## config.mk

```make
export PLATFORM = sky130hd
export DESIGN_NAME = servo_gain_set_selector
export DESIGN_NICKNAME = d
export VERILOG_FILES = /design/src/rtl/gain_switch_pkg.sv /design/src/rtl/gain_pos_ramp.sv /design/src/rtl/servo_gain_set_selector.sv
export SDC_FILE = /design/constraint.sdc
export NUM_CORES = 2
export LEC_CHECK = 0
export BUFFER_PORTS_ARGS = -buffer_cell sky130_fd_sc_hd__buf_2
export CORE_MARGIN = 2
export CORE_UTILIZATION = 50
export DETAILED_ROUTE_END_ITERATION = 10
export PLACE_DENSITY = 0.74
export SYNTH_ARGS = -nofsm -noshare
export SYNTH_HDL_FRONTEND = slang
export SYNTH_HIERARCHICAL = 1
export SYNTH_SLANG_ARGS = --single-unit
```

## constraint.sdc

```tcl
create_clock -name aclk -period 240.4 [get_ports aclk]
set_input_delay 12.02 -clock aclk [delete_from_list [all_inputs] [get_ports aclk]]
set_output_delay 12.02 -clock aclk [all_outputs]
set_load 0.01 [all_outputs]
```

## src/rtl/gain_switch_pkg.sv

```systemverilog
// Gain selector constants and register map
package gain_switch_pkg;

  localparam int unsigned CLK_HZ             = 100_000_000;
  localparam int unsigned TICK_CYCLES        = (CLK_HZ / 10_000);
  localparam int unsigned TRQ_INTERVAL_US    = 166;
  localparam int unsigned TRQ_CYCLES         = (CLK_HZ / 1_000_000) * TRQ_INTERVAL_US;
  localparam int unsigned ALARM_RESET_MS     = 120;
  localparam int unsigned ALARM_RESET_DEF    = ALARM_RESET_MS * 10;  // in 0.1 ms steps
  localparam logic [15:0] SERVO_ON_SPEED_MAX = 16'h001E;       // 30 r/min

  // Register byte addresses
  localparam logic [7:0] ADDR_CTRL       = 8'h00;
  localparam logic [7:0] ADDR_COND       = 8'h04;
  localparam logic [7:0] ADDR_POS_DELAY  = 8'h08;
  localparam logic [7:0] ADDR_POS_LEVEL  = 8'h0C;
  localparam logic [7:0] ADDR_SPD_DELAY  = 8'h10;
  localparam logic [7:0] ADDR_SPD_LEVEL  = 8'h14;
  localparam logic [7:0] ADDR_TRQ_DELAY  = 8'h18;
  localparam logic [7:0] ADDR_TRQ_LEVEL  = 8'h1C;
  localparam logic [7:0] ADDR_RAMP       = 8'h20;
  localparam logic [7:0] ADDR_INPOS      = 8'h24;
  localparam logic [7:0] ADDR_ALMRST     = 8'h28;
  localparam logic [7:0] ADDR_STATUS     = 8'h2C;

  // CTRL fields
  localparam int unsigned CTRL_EN_BIT    = 0;
  localparam int unsigned CTRL_MODE_LSB  = 4;   // two bits: active control mode

  // COND fields (4 bits each)
  localparam int unsigned COND_POS_LSB   = 0;
  localparam int unsigned COND_SPD_LSB   = 8;
  localparam int unsigned COND_TRQ_LSB   = 16;

  localparam logic [1:0]  RESP_OKAY      = 2'b00;
  localparam logic [1:0]  RESP_SLVERR    = 2'b10;

  typedef enum logic [1:0] {CTL_POS, CTL_SPD, CTL_TRQ, CTL_RSV} ctl_mode_t;

  localparam logic [3:0] SW_ALWAYS1 = 4'h0;
  localparam logic [3:0] SW_ALWAYS2 = 4'h1;
  localparam logic [3:0] SW_EXT     = 4'h2;
  localparam logic [3:0] SW_TRQ     = 4'h3;
  localparam logic [3:0] SW_CMDSPD  = 4'h5;
  localparam logic [3:0] SW_PERR    = 4'h6;
  localparam logic [3:0] SW_CMDRX   = 4'h7;
  localparam logic [3:0] SW_INPOS   = 4'h8;
  localparam logic [3:0] SW_ACTSPD  = 4'h9;
  localparam logic [3:0] SW_COMBO   = 4'hA;

endpackage

```

## src/rtl/gain_pos_ramp.sv

```systemverilog
// Position-loop gain ramp: stepped rise, immediate fall
`timescale 1ns/10ps
module gain_pos_ramp
  import gain_switch_pkg::*;
#(
  parameter int unsigned GW = 16
)(
  // Clock and reset
  input  wire logic          aclk,
  input  wire logic          aresetn,
  // Targets
  input  wire logic [GW-1:0] target,
  input  wire logic [15:0]   ramp_time,
  input  wire logic          tick,
  // Result
  output logic [GW-1:0]      gain_q
);
  logic [GW-1:0] start_q;
  logic [GW-1:0] tgt_q;
  logic [15:0]   step_q;

  always_ff @(posedge aclk)
  begin
    if (!aresetn)
    begin
      gain_q  <= '0;
      start_q <= '0;
      tgt_q   <= '0;
      step_q  <= '0;
    end
    else if (target != tgt_q)
    begin
      tgt_q   <= target;
      start_q <= gain_q;
      step_q  <= 16'h0000;
      if (target < gain_q || ramp_time == 16'h0000)
        gain_q <= target;
    end
    else if (gain_q < tgt_q && tick)
    begin
      // One step per tick
      if (step_q + 16'h0001 >= ramp_time)
        gain_q <= tgt_q;
      else
        gain_q <= GW'(start_q + ((32'(tgt_q - start_q) * 32'(step_q + 16'h0001)) / 32'(ramp_time)));
      step_q <= step_q + 16'h0001;
    end
  end
endmodule // gain_pos_ramp

```

## src/rtl/servo_gain_set_selector.sv

```systemverilog
// Gain set selector, servo interlock and registers
`timescale 1ns/10ps

// Contract
// Alarm reset input must hold for recognition time, default 120 ms.
// Servo-on refused while motor speed exceeds 30 r/min.
// After alarm clears, stay servo off until a fresh servo-on command.
// Brake interlock output follows only the brake release request.
// Global enable; disabled means no condition changes the gain set.
// Separate switching condition for position, speed and torque control.
// Return from secondary to primary delayed in 0.1 ms steps per mode.
// Quantity compared with level using hysteresis per mode.
// Position gain rises ramp over programmable 0.1 ms steps.
// Ramp applies only to position gain; others switch at once.
// Mode 2 follows external gain select input immediately.
// Mode 3 uses torque change per 166 us interval in 0.05% units.
// Torque change mode abandons pending switch when time not satisfied.
// Mode 5 uses commanded speed, mode 9 actual speed, in r/min.
// Mode 6 compares position error counter with level and hysteresis.
// Mode 7 switches while a position command of one unit arrives.
// Mode 8 selects secondary when error exceeds positioning range one.
// Mode 10 selects secondary as soon as a position command arrives.
// Mode 10 returns after no command for delay and speed below level-hyst; code uses the speed-control delay and returns at or below level-hyst.
// Host should disable realtime autotuning while gain switching is used.
// Falling position gain applies immediately, ignoring ramp time.
// Modes 0 and 1 fix primary or secondary set, ignoring other settings.
// Secondary at level; return delay starts below level minus hysteresis.
module servo_gain_set_selector
  import gain_switch_pkg::*;
#(
  parameter int unsigned GW = 16
)(
  // Clock and reset
  input  wire logic          aclk,
  input  wire logic          aresetn,
  // AXI4-Lite write
  input  wire logic [7:0]    s_axi_awaddr,
  input  wire logic          s_axi_awvalid,
  output logic               s_axi_awready,
  input  wire logic [31:0]   s_axi_wdata,
  input  wire logic [3:0]    s_axi_wstrb,
  input  wire logic          s_axi_wvalid,
  output logic               s_axi_wready,
  output logic [1:0]         s_axi_bresp,
  output logic               s_axi_bvalid,
  input  wire logic          s_axi_bready,
  // AXI4-Lite read
  input  wire logic [7:0]    s_axi_araddr,
  input  wire logic          s_axi_arvalid,
  output logic               s_axi_arready,
  output logic [31:0]        s_axi_rdata,
  output logic [1:0]         s_axi_rresp,
  output logic               s_axi_rvalid,
  input  wire logic          s_axi_rready,
  // Drive measurements
  input  wire logic [15:0]   torque_change,
  input  wire logic [15:0]   cmd_speed,
  input  wire logic [15:0]   motor_speed,
  input  wire logic [31:0]   pos_error,
  input  wire logic          pos_cmd_strobe,
  input  wire logic          external_gain_select_in,
  // Gain values
  input  wire logic [GW-1:0] pos_gain_primary,
  input  wire logic [GW-1:0] pos_gain_secondary,
  // Servo control
  input  wire logic          servo_on_cmd,
  input  wire logic          alarm_active,
  input  wire logic          alarm_reset_in,
  input  wire logic          brake_release_req,
  // Outputs
  output logic               gain_set_secondary_q,
  output logic [GW-1:0]      pos_gain_q,
  output logic               servo_on_q,
  output logic               alarm_clear_q,
  output logic               brake_interlock_out
);

  ////////////////////////////////////////////////////////////////////////////
  // Registers
  logic        enable_q;
  ctl_mode_t   ctl_mode_q;
  logic [3:0]  cond_q [3];
  logic [15:0] delay_q [3];
  logic [15:0] level_q [3];
  logic [15:0] hyst_q [3];
  logic [15:0] ramp_q;
  logic [31:0] inpos_q;
  logic [15:0] alm_time_q;

  logic        aw_q;
  logic        w_q;
  logic [7:0]  awaddr_q;
  logic [31:0] wdata_q;

  logic        do_write;
  assign do_write = aw_q && w_q && !s_axi_bvalid;

  always_ff @(posedge aclk)
  begin
    if (!aresetn)
    begin
      aw_q          <= 1'b0;
      w_q           <= 1'b0;
      awaddr_q      <= 8'h00;
      wdata_q       <= 32'h0000_0000;
      s_axi_awready <= 1'b0;
      s_axi_wready  <= 1'b0;
    end
    else
    begin
      s_axi_awready <= !aw_q && !s_axi_awready && s_axi_awvalid;
      s_axi_wready  <= !w_q && !s_axi_wready && s_axi_wvalid;
      if (s_axi_awvalid && s_axi_awready)
      begin
        aw_q     <= 1'b1;
        awaddr_q <= s_axi_awaddr;
      end
      else if (do_write)
        aw_q <= 1'b0;
      if (s_axi_wvalid && s_axi_wready)
      begin
        w_q     <= 1'b1;
        wdata_q <= s_axi_wdata;
      end
      else if (do_write)
        w_q <= 1'b0;
    end
  end

  logic addr_ok;
  always_comb
  begin
    case (awaddr_q)
      ADDR_CTRL, ADDR_COND, ADDR_POS_DELAY, ADDR_POS_LEVEL, ADDR_SPD_DELAY, ADDR_SPD_LEVEL,
      ADDR_TRQ_DELAY, ADDR_TRQ_LEVEL, ADDR_RAMP, ADDR_INPOS, ADDR_ALMRST, ADDR_STATUS:
        addr_ok = 1'b1;
      default:
        addr_ok = 1'b0;
    endcase
  end

  always_ff @(posedge aclk)
  begin
    if (!aresetn)
    begin
      s_axi_bvalid <= 1'b0;
      s_axi_bresp  <= RESP_OKAY;
    end
    else if (do_write)
    begin
      s_axi_bvalid <= 1'b1;
      s_axi_bresp  <= addr_ok ? RESP_OKAY : RESP_SLVERR;
    end
    else if (s_axi_bready)
      s_axi_bvalid <= 1'b0;
  end

  // Any nonzero strobe writes the whole word
  always_ff @(posedge aclk)
  begin
    if (!aresetn)
    begin
      enable_q   <= 1'b0;
      ctl_mode_q <= CTL_POS;
      ramp_q     <= 16'h0000;
      inpos_q    <= 32'h0000_000A;
      alm_time_q <= 16'(ALARM_RESET_DEF);
      for (int i = 0; i < 3; i++)
      begin
        cond_q[i]  <= SW_ALWAYS1;
        delay_q[i] <= 16'h0000;
        level_q[i] <= 16'h0000;
        hyst_q[i]  <= 16'h0000;
      end
    end
    else if (do_write && s_axi_wstrb != 4'h0)
    begin
      case (awaddr_q)
        ADDR_CTRL:
        begin
          enable_q   <= wdata_q[CTRL_EN_BIT];
          ctl_mode_q <= ctl_mode_t'(wdata_q[CTRL_MODE_LSB +: 2]);
        end
        ADDR_COND:
        begin
          cond_q[0] <= wdata_q[COND_POS_LSB +: 4];
          cond_q[1] <= wdata_q[COND_SPD_LSB +: 4];
          cond_q[2] <= wdata_q[COND_TRQ_LSB +: 4];
        end
        ADDR_POS_DELAY: delay_q[0] <= wdata_q[15:0];
        ADDR_SPD_DELAY: delay_q[1] <= wdata_q[15:0];
        ADDR_TRQ_DELAY: delay_q[2] <= wdata_q[15:0];
        ADDR_POS_LEVEL:
        begin
          level_q[0] <= wdata_q[15:0];
          hyst_q[0]  <= wdata_q[31:16];
        end
        ADDR_SPD_LEVEL:
        begin
          level_q[1] <= wdata_q[15:0];
          hyst_q[1]  <= wdata_q[31:16];
        end
        ADDR_TRQ_LEVEL:
        begin
          level_q[2] <= wdata_q[15:0];
          hyst_q[2]  <= wdata_q[31:16];
        end
        ADDR_RAMP:   ramp_q     <= wdata_q[15:0];
        ADDR_INPOS:  inpos_q    <= wdata_q;
        ADDR_ALMRST: alm_time_q <= wdata_q[15:0];
        default: ;
      endcase
    end
  end

  ////////////////////////////////////////////////////////////////////////////
  // Read channel
  logic [31:0] rd_word;
  always_comb
  begin
    case (s_axi_araddr)
      ADDR_CTRL:      rd_word = {26'h0, ctl_mode_q, 3'h0, enable_q};
      ADDR_COND:      rd_word = {12'h0, cond_q[2], 4'h0, cond_q[1], 4'h0, cond_q[0]};
      ADDR_POS_DELAY: rd_word = {16'h0, delay_q[0]};
      ADDR_SPD_DELAY: rd_word = {16'h0, delay_q[1]};
      ADDR_TRQ_DELAY: rd_word = {16'h0, delay_q[2]};
      ADDR_POS_LEVEL: rd_word = {hyst_q[0], level_q[0]};
      ADDR_SPD_LEVEL: rd_word = {hyst_q[1], level_q[1]};
      ADDR_TRQ_LEVEL: rd_word = {hyst_q[2], level_q[2]};
      ADDR_RAMP:      rd_word = {16'h0, ramp_q};
      ADDR_INPOS:     rd_word = inpos_q;
      ADDR_ALMRST:    rd_word = {16'h0, alm_time_q};
      ADDR_STATUS:    rd_word = {28'h0, brake_interlock_out, alarm_clear_q, servo_on_q, gain_set_secondary_q};
      default:        rd_word = 32'h0000_0000;
    endcase
  end

  always_ff @(posedge aclk)
  begin
    if (!aresetn)
    begin
      s_axi_arready <= 1'b0;
      s_axi_rvalid  <= 1'b0;
      s_axi_rdata   <= 32'h0000_0000;
      s_axi_rresp   <= RESP_OKAY;
    end
    else
    begin
      s_axi_arready <= s_axi_arvalid && !s_axi_arready && !s_axi_rvalid;
      if (s_axi_arvalid && s_axi_arready)
      begin
        s_axi_rvalid <= 1'b1;
        s_axi_rdata  <= rd_word;
        s_axi_rresp  <= (s_axi_araddr > ADDR_STATUS || s_axi_araddr[1:0] != 2'b00) ? RESP_SLVERR : RESP_OKAY;
      end
      else if (s_axi_rready)
        s_axi_rvalid <= 1'b0;
    end
  end

  ////////////////////////////////////////////////////////////////////////////
  // 0.1 ms tick and 166 us torque interval
  logic [31:0] tick_cnt_q;
  logic [31:0] trq_cnt_q;
  logic        tick;
  logic        trq_tick;
  assign tick     = (tick_cnt_q == 32'(TICK_CYCLES - 1));
  assign trq_tick = (trq_cnt_q == 32'(TRQ_CYCLES - 1));

  always_ff @(posedge aclk)
  begin
    if (!aresetn)
    begin
      tick_cnt_q <= 32'h0000_0000;
      trq_cnt_q  <= 32'h0000_0000;
    end
    else
    begin
      tick_cnt_q <= tick ? 32'h0000_0000 : tick_cnt_q + 32'h0000_0001;
      trq_cnt_q  <= trq_tick ? 32'h0000_0000 : trq_cnt_q + 32'h0000_0001;
    end
  end

  // Rate held per interval; a rise back to level minus hysteresis cancels a pending return
  logic [15:0] trq_rate_q;
  always_ff @(posedge aclk)
  begin
    if (!aresetn)
      trq_rate_q <= 16'h0000;
    else if (trq_tick)
      trq_rate_q <= torque_change;
  end

  ////////////////////////////////////////////////////////////////////////////
  // Gain decision for the active control mode
  logic [3:0]  cond;
  logic [15:0] lvl;
  logic [15:0] hys;
  logic [15:0] dly;
  logic [31:0] qty;
  logic        level_mode;
  logic        want2;
  logic        force_now;

  always_comb
  begin
    cond       = cond_q[ctl_mode_q == CTL_RSV ? 0 : int'(ctl_mode_q)];
    lvl        = level_q[ctl_mode_q == CTL_RSV ? 0 : int'(ctl_mode_q)];
    hys        = hyst_q[ctl_mode_q == CTL_RSV ? 0 : int'(ctl_mode_q)];
    dly        = delay_q[ctl_mode_q == CTL_RSV ? 0 : int'(ctl_mode_q)];
    qty        = 32'h0000_0000;
    level_mode = 1'b0;
    want2      = 1'b0;
    force_now  = 1'b1;
    case (cond)
      SW_ALWAYS2: want2 = 1'b1;
      SW_EXT:     want2 = external_gain_select_in;
      SW_TRQ:
      begin
        qty        = {16'h0, trq_rate_q};
        level_mode = 1'b1;
      end
      SW_CMDSPD, SW_ACTSPD:
      begin
        qty        = {16'h0, (cond == SW_CMDSPD) ? cmd_speed : motor_speed};
        level_mode = 1'b1;
      end
      SW_PERR:
      begin
        qty        = pos_error;
        level_mode = 1'b1;
      end
      SW_CMDRX:   want2 = pos_cmd_strobe;
      SW_INPOS:   want2 = pos_error > inpos_q;
      SW_COMBO:
      begin
        qty        = {16'h0, motor_speed};
        level_mode = 1'b1;
      end
      default:    want2 = 1'b0;
    endcase
    if (level_mode)
      force_now = 1'b0;
    if (ctl_mode_q != CTL_POS && cond > SW_TRQ && !(ctl_mode_q == CTL_SPD && cond == SW_CMDSPD))
    begin
      want2      = 1'b0;
      level_mode = 1'b0;
      force_now  = 1'b1;
    end
  end

  // Hysteresis thresholds
  logic above;
  logic below;
  assign above = qty >= {16'h0, lvl};
  assign below = ({16'h0, lvl} < {16'h0, hys}) ? 1'b0 : (qty < ({16'h0, lvl} - {16'h0, hys}));

  logic [15:0] ret_cnt_q;
  logic [15:0] idle_cnt_q;

  // Command idle time for the combined mode
  always_ff @(posedge aclk)
  begin
    if (!aresetn)
      idle_cnt_q <= 16'h0000;
    else if (pos_cmd_strobe)
      idle_cnt_q <= 16'h0000;
    else if (tick && idle_cnt_q != 16'hFFFF)
      idle_cnt_q <= idle_cnt_q + 16'h0001;
  end

  always_ff @(posedge aclk)
  begin
    if (!aresetn)
    begin
      gain_set_secondary_q <= 1'b0;
      ret_cnt_q            <= 16'h0000;
    end
    else if (!enable_q)
      ret_cnt_q <= 16'h0000;
    else if (force_now)
    begin
      gain_set_secondary_q <= want2;
      ret_cnt_q            <= 16'h0000;
    end
    else if (cond == SW_COMBO)
    begin
      if (pos_cmd_strobe)
        gain_set_secondary_q <= 1'b1;
      else if (idle_cnt_q >= delay_q[1] && (({16'h0, lvl} < {16'h0, hys}) || !(qty > {16'h0, lvl} - {16'h0, hys})))
        gain_set_secondary_q <= 1'b0;
    end
    else if (above)
    begin
      gain_set_secondary_q <= 1'b1;
      ret_cnt_q            <= 16'h0000;
    end
    else if (gain_set_secondary_q && below)
    begin
      if (ret_cnt_q >= dly)
        gain_set_secondary_q <= 1'b0;
      else if (tick)
        ret_cnt_q <= ret_cnt_q + 16'h0001;
    end
    else
      ret_cnt_q <= 16'h0000;
  end

  ////////////////////////////////////////////////////////////////////////////
  // Position gain ramp
  gain_pos_ramp #(.GW(GW)) u_ramp (
    .aclk      (aclk),
    .aresetn   (aresetn),
    .target    (gain_set_secondary_q ? pos_gain_secondary : pos_gain_primary),
    .ramp_time (ramp_q),
    .tick      (tick),
    .gain_q    (pos_gain_q)
  );

  ////////////////////////////////////////////////////////////////////////////
  // Alarm reset recognition and servo-on interlock
  logic [15:0] alm_cnt_q;
  logic        need_off_q;

  always_ff @(posedge aclk)
  begin
    if (!aresetn)
    begin
      alm_cnt_q     <= 16'h0000;
      alarm_clear_q <= 1'b0;
    end
    else
    begin
      alarm_clear_q <= 1'b0;
      if (!alarm_reset_in)
        alm_cnt_q <= 16'h0000;
      else if (alm_cnt_q >= alm_time_q)
      begin
        alarm_clear_q <= alarm_active;
        alm_cnt_q     <= 16'h0000;
      end
      else if (tick)
        alm_cnt_q <= alm_cnt_q + 16'h0001;
    end
  end

  always_ff @(posedge aclk)
  begin
    if (!aresetn)
    begin
      servo_on_q <= 1'b0;
      need_off_q <= 1'b0;
    end
    else if (alarm_active || alarm_clear_q)
    begin
      servo_on_q <= 1'b0;
      need_off_q <= 1'b1;
    end
    else if (!servo_on_cmd)
    begin
      servo_on_q <= 1'b0;
      need_off_q <= 1'b0;
    end
    else if (!need_off_q && motor_speed <= SERVO_ON_SPEED_MAX)
      servo_on_q <= 1'b1;
  end

  always_ff @(posedge aclk)
  begin
    if (!aresetn)
      brake_interlock_out <= 1'b0;
    else
      brake_interlock_out <= brake_release_req;
  end

endmodule // servo_gain_set_selector

```

==> results.yml <==
status:
  outcome: "finished with violations"
  violations: "DRC"
logic_synthesis:
  synth_edf_count: 156
  async_reset_ff_frac: 0
  yosysSeqAreaShare: 0.1934
  synth_top_area_frac: 0.1526
  synth.area.top_cells: "ha_1 15%, dfxtp_1 12%, edfxtp_1 7.8%"
  netlist_instances: 7436
  synth_cell_types: 129
  synthFlopType: "dfxtp_1"
  synth_area_per_cell_um2: 8.060
  ys_ff_latch: 501
  ys_warn_count: 6
  yosysTopAreaCell: "ha_1"
  syn_area_mm2: 0.05993
critical_path:
  start_kind: "flop"
  rrSetupSlack_ns: 126.00
  cp-end-kind: "flop"
  crit_type: "reg -> reg"
  cp.buffers_inverters: 30
  critical_path.max_stage_delay_ns: 0.86
  worst_path_dominant_cell_family: "compound AO/OA/AOI/OAI gates"
  cp_max_fo: 34
  critPathRequiredTime_ns: 240.96
  arrival_ns: 114.97
  slowest_stage: "o21ai_1"
  path_common_cell: "o21a_1"
hold_path:
  hp-class: "reg -> reg"
global_route:
  grt_pass1_wl_um: 295600
  grt_pass1_vias: 54510
  overflow: 0
  grt_max_degree: 82
  track_usage: 0.3000
  antenna_found_initial: 9
placed_design:
  place_hpwl_um: 145900
  gp_congestion: 0.9652
  place_area_mm2: 0.06285
  numPortBuffers: 235
final_layout:
  layout-drive-gt1-share: 0.09876
  final_nets: 8694
  final_common_cell: "nand2_1"
  final_area_mm2: 0.06484
  final_cell_mix: "809 x nand2_1, 731 x ha_1, 726 x nor2_1"
  fin_util: 0.5433
  area_growth_pct: 8.190
  fillers: 11040
sta:
  worst_slew_pin_slew_ns: 1.314
  setup_tns_ns: 0
  relSlewSlack: 0.1213
  fmax_ghz: 0.008741
  slew_viol_final: 0
  rsz0062_at_grt: "false"
  finalHoldViolations: 0
  min_period_ns: 114.40
  skew_ns: 0.05587
  setup_viol: 0
  fin_crit_sh: 0.4759
floorplan:
  die_width_um: 350.2
  rows: 127
  die-area_mm2: 0.1227
  die_h_um: 350.2
  io_pins: 238
  core_mm2: 0.1193
  start_util: 0.5022
detailed_routing:
  highest_layer: "met5"
  drt_iter0_drc: 4856
  drc_errors: 1
  wl_met3_um: 16120
  finalWirelength_um: 188800
  vias: 56740
  drt-wirelength-per-cell_um: 20.48
  drt-vias-per-instance: 6.155
  wl_met2_um: 85460
  ant_nets: 0
  first_pass_iters: 11
  met1_length_um: 76290
cts:
  holdBufCountCts: 0
  cts.sinks: 501
  cts_root_buffer: "clkbuf_16"
  cts_buffer_depth: 3
  post_cts_resized: 0
  clk_pin_slew_ns: 0.06
  insertion_delay_ns: 0.70
  cts_max_level: 2
  post_cts_buffers: 0
  cts_tree: "done"
  cts_inserted_buffers: 56
job:
  maxCapViolCount: 0
## sequential cells by signal, summed over array words and instances, names as in the netlist, 32 cells and up
register,count
wdata_q,32
trq_cnt_q,32
level_q,48
s_axi_rdata,32
delay_q,48
tick_cnt_q,32
inpos_q,32
hyst_q,48
## Yosys cell counts, types with 22 or more instances
| library cell | count |
|---|---|
| a211oi_1 | 50 |
| xor2_1 | 170 |
| o21bai_1 | 29 |
| a21oi_1 | 520 |
| nand3_1 | 153 |
| a221oi_1 | 29 |
| a22oi_1 | 56 |
| o211ai_1 | 81 |
| inv_1 | 536 |
| o21ai_0 | 260 |
| a22o_1 | 38 |
| ha_1 | 731 |
| mux2i_1 | 111 |
| nor4_1 | 50 |
| or3_1 | 60 |
| o31ai_1 | 100 |
| fa_1 | 227 |
| a21o_1 | 135 |
| and2_1 | 139 |
| nand2_1 | 809 |
| a21boi_0 | 23 |
| o21a_1 | 227 |
| buf_1 | 22 |
| or2_2 | 65 |
| dfxtp_1 | 345 |
| nand2b_1 | 61 |
| nand4_1 | 76 |
| mux2_2 | 157 |
| a211o_1 | 26 |
| edfxtp_1 | 156 |
| a31oi_1 | 54 |
| nor3_1 | 263 |
| nor2_1 | 735 |
| xnor2_1 | 190 |
| nor2b_1 | 69 |
| clkbuf_1 | 201 |
| and3_1 | 50 |
## metal layers
layer | track usage | vias to the layer above
met3 | 0.05190 | 575
met1 | 0.3770 | 26810
met4 | 0.1507 | 12
met2 | 0.4953 | 2455
met5 | 0 | -
li1 | - | 26890
## kinds of logic (layout without fill, tap and decap cells)
logic type	after synthesis	count (layout)	synth area share
AO/OA/AOI/OAI	1871	1871	0.2102
XOR/XNOR	363	363	0.05353
adder cells (fa/ha/maj)	960	960	0.2288
buffers and inverters	802	969	0.05161
flip-flops	501	501	0.1934
multiplexers	282	282	0.05155
other	1	5	0.00006257
AND/OR/NAND/NOR	2656	2656	0.2109
## stage by stage
| step | hold WS [ns] | cells | setup WS (ns) |
|---|---|---|---|
| 4_1_cts | 0.4494 | 9216 | 127.61 |
| 5_1_grt | 0.4765 | 9218 | 116.97 |
| 3_5_place_dp | 0.4396 | 9113 | 128.13 |
| 3_3_place_gp | 0.4309 | 9113 | 131.71 |
| 2_1_floorplan | 0.4165 | 7437 | 139.23 |
| 6_report | 0.4483 | 9219 | 126.00 |
## layout make-up
class | instances | area, um2 | area share
multi-input combinational | 6134 | 45380 | 0.6999
inverter | 549 | 2063 | 0.03182
antenna | 3 | 7.507 | 0.0001158
timing repair buffer | 317 | 1792 | 0.02763
clock buffer | 76 | 1600 | 0.02468
tap | 1612 | 2017 | 0.03111
sequential | 501 | 11600 | 0.1789
clock inverter | 27 | 379.1 | 0.005847
## path summary, 6_finish.rpt
path                                  start                              to  cells after the start
max          u_ramp/start_q[2]$_SDFFE_PN0P_  u_ramp/gain_q[14]$_SDFFE_PN0P_                    483
min               s_axi_rvalid$_SDFFE_PN0P_        s_axi_arready$_SDFF_PN0_                      1
min reg2reg       s_axi_rvalid$_SDFFE_PN0P_        s_axi_arready$_SDFF_PN0_                      1
max reg2reg  u_ramp/start_q[2]$_SDFFE_PN0P_  u_ramp/gain_q[14]$_SDFFE_PN0P_                    483
Power is left out: the tool's default activity adds up to more than one toggle a clock period on the data nets, which glitch-free logic cannot reach.
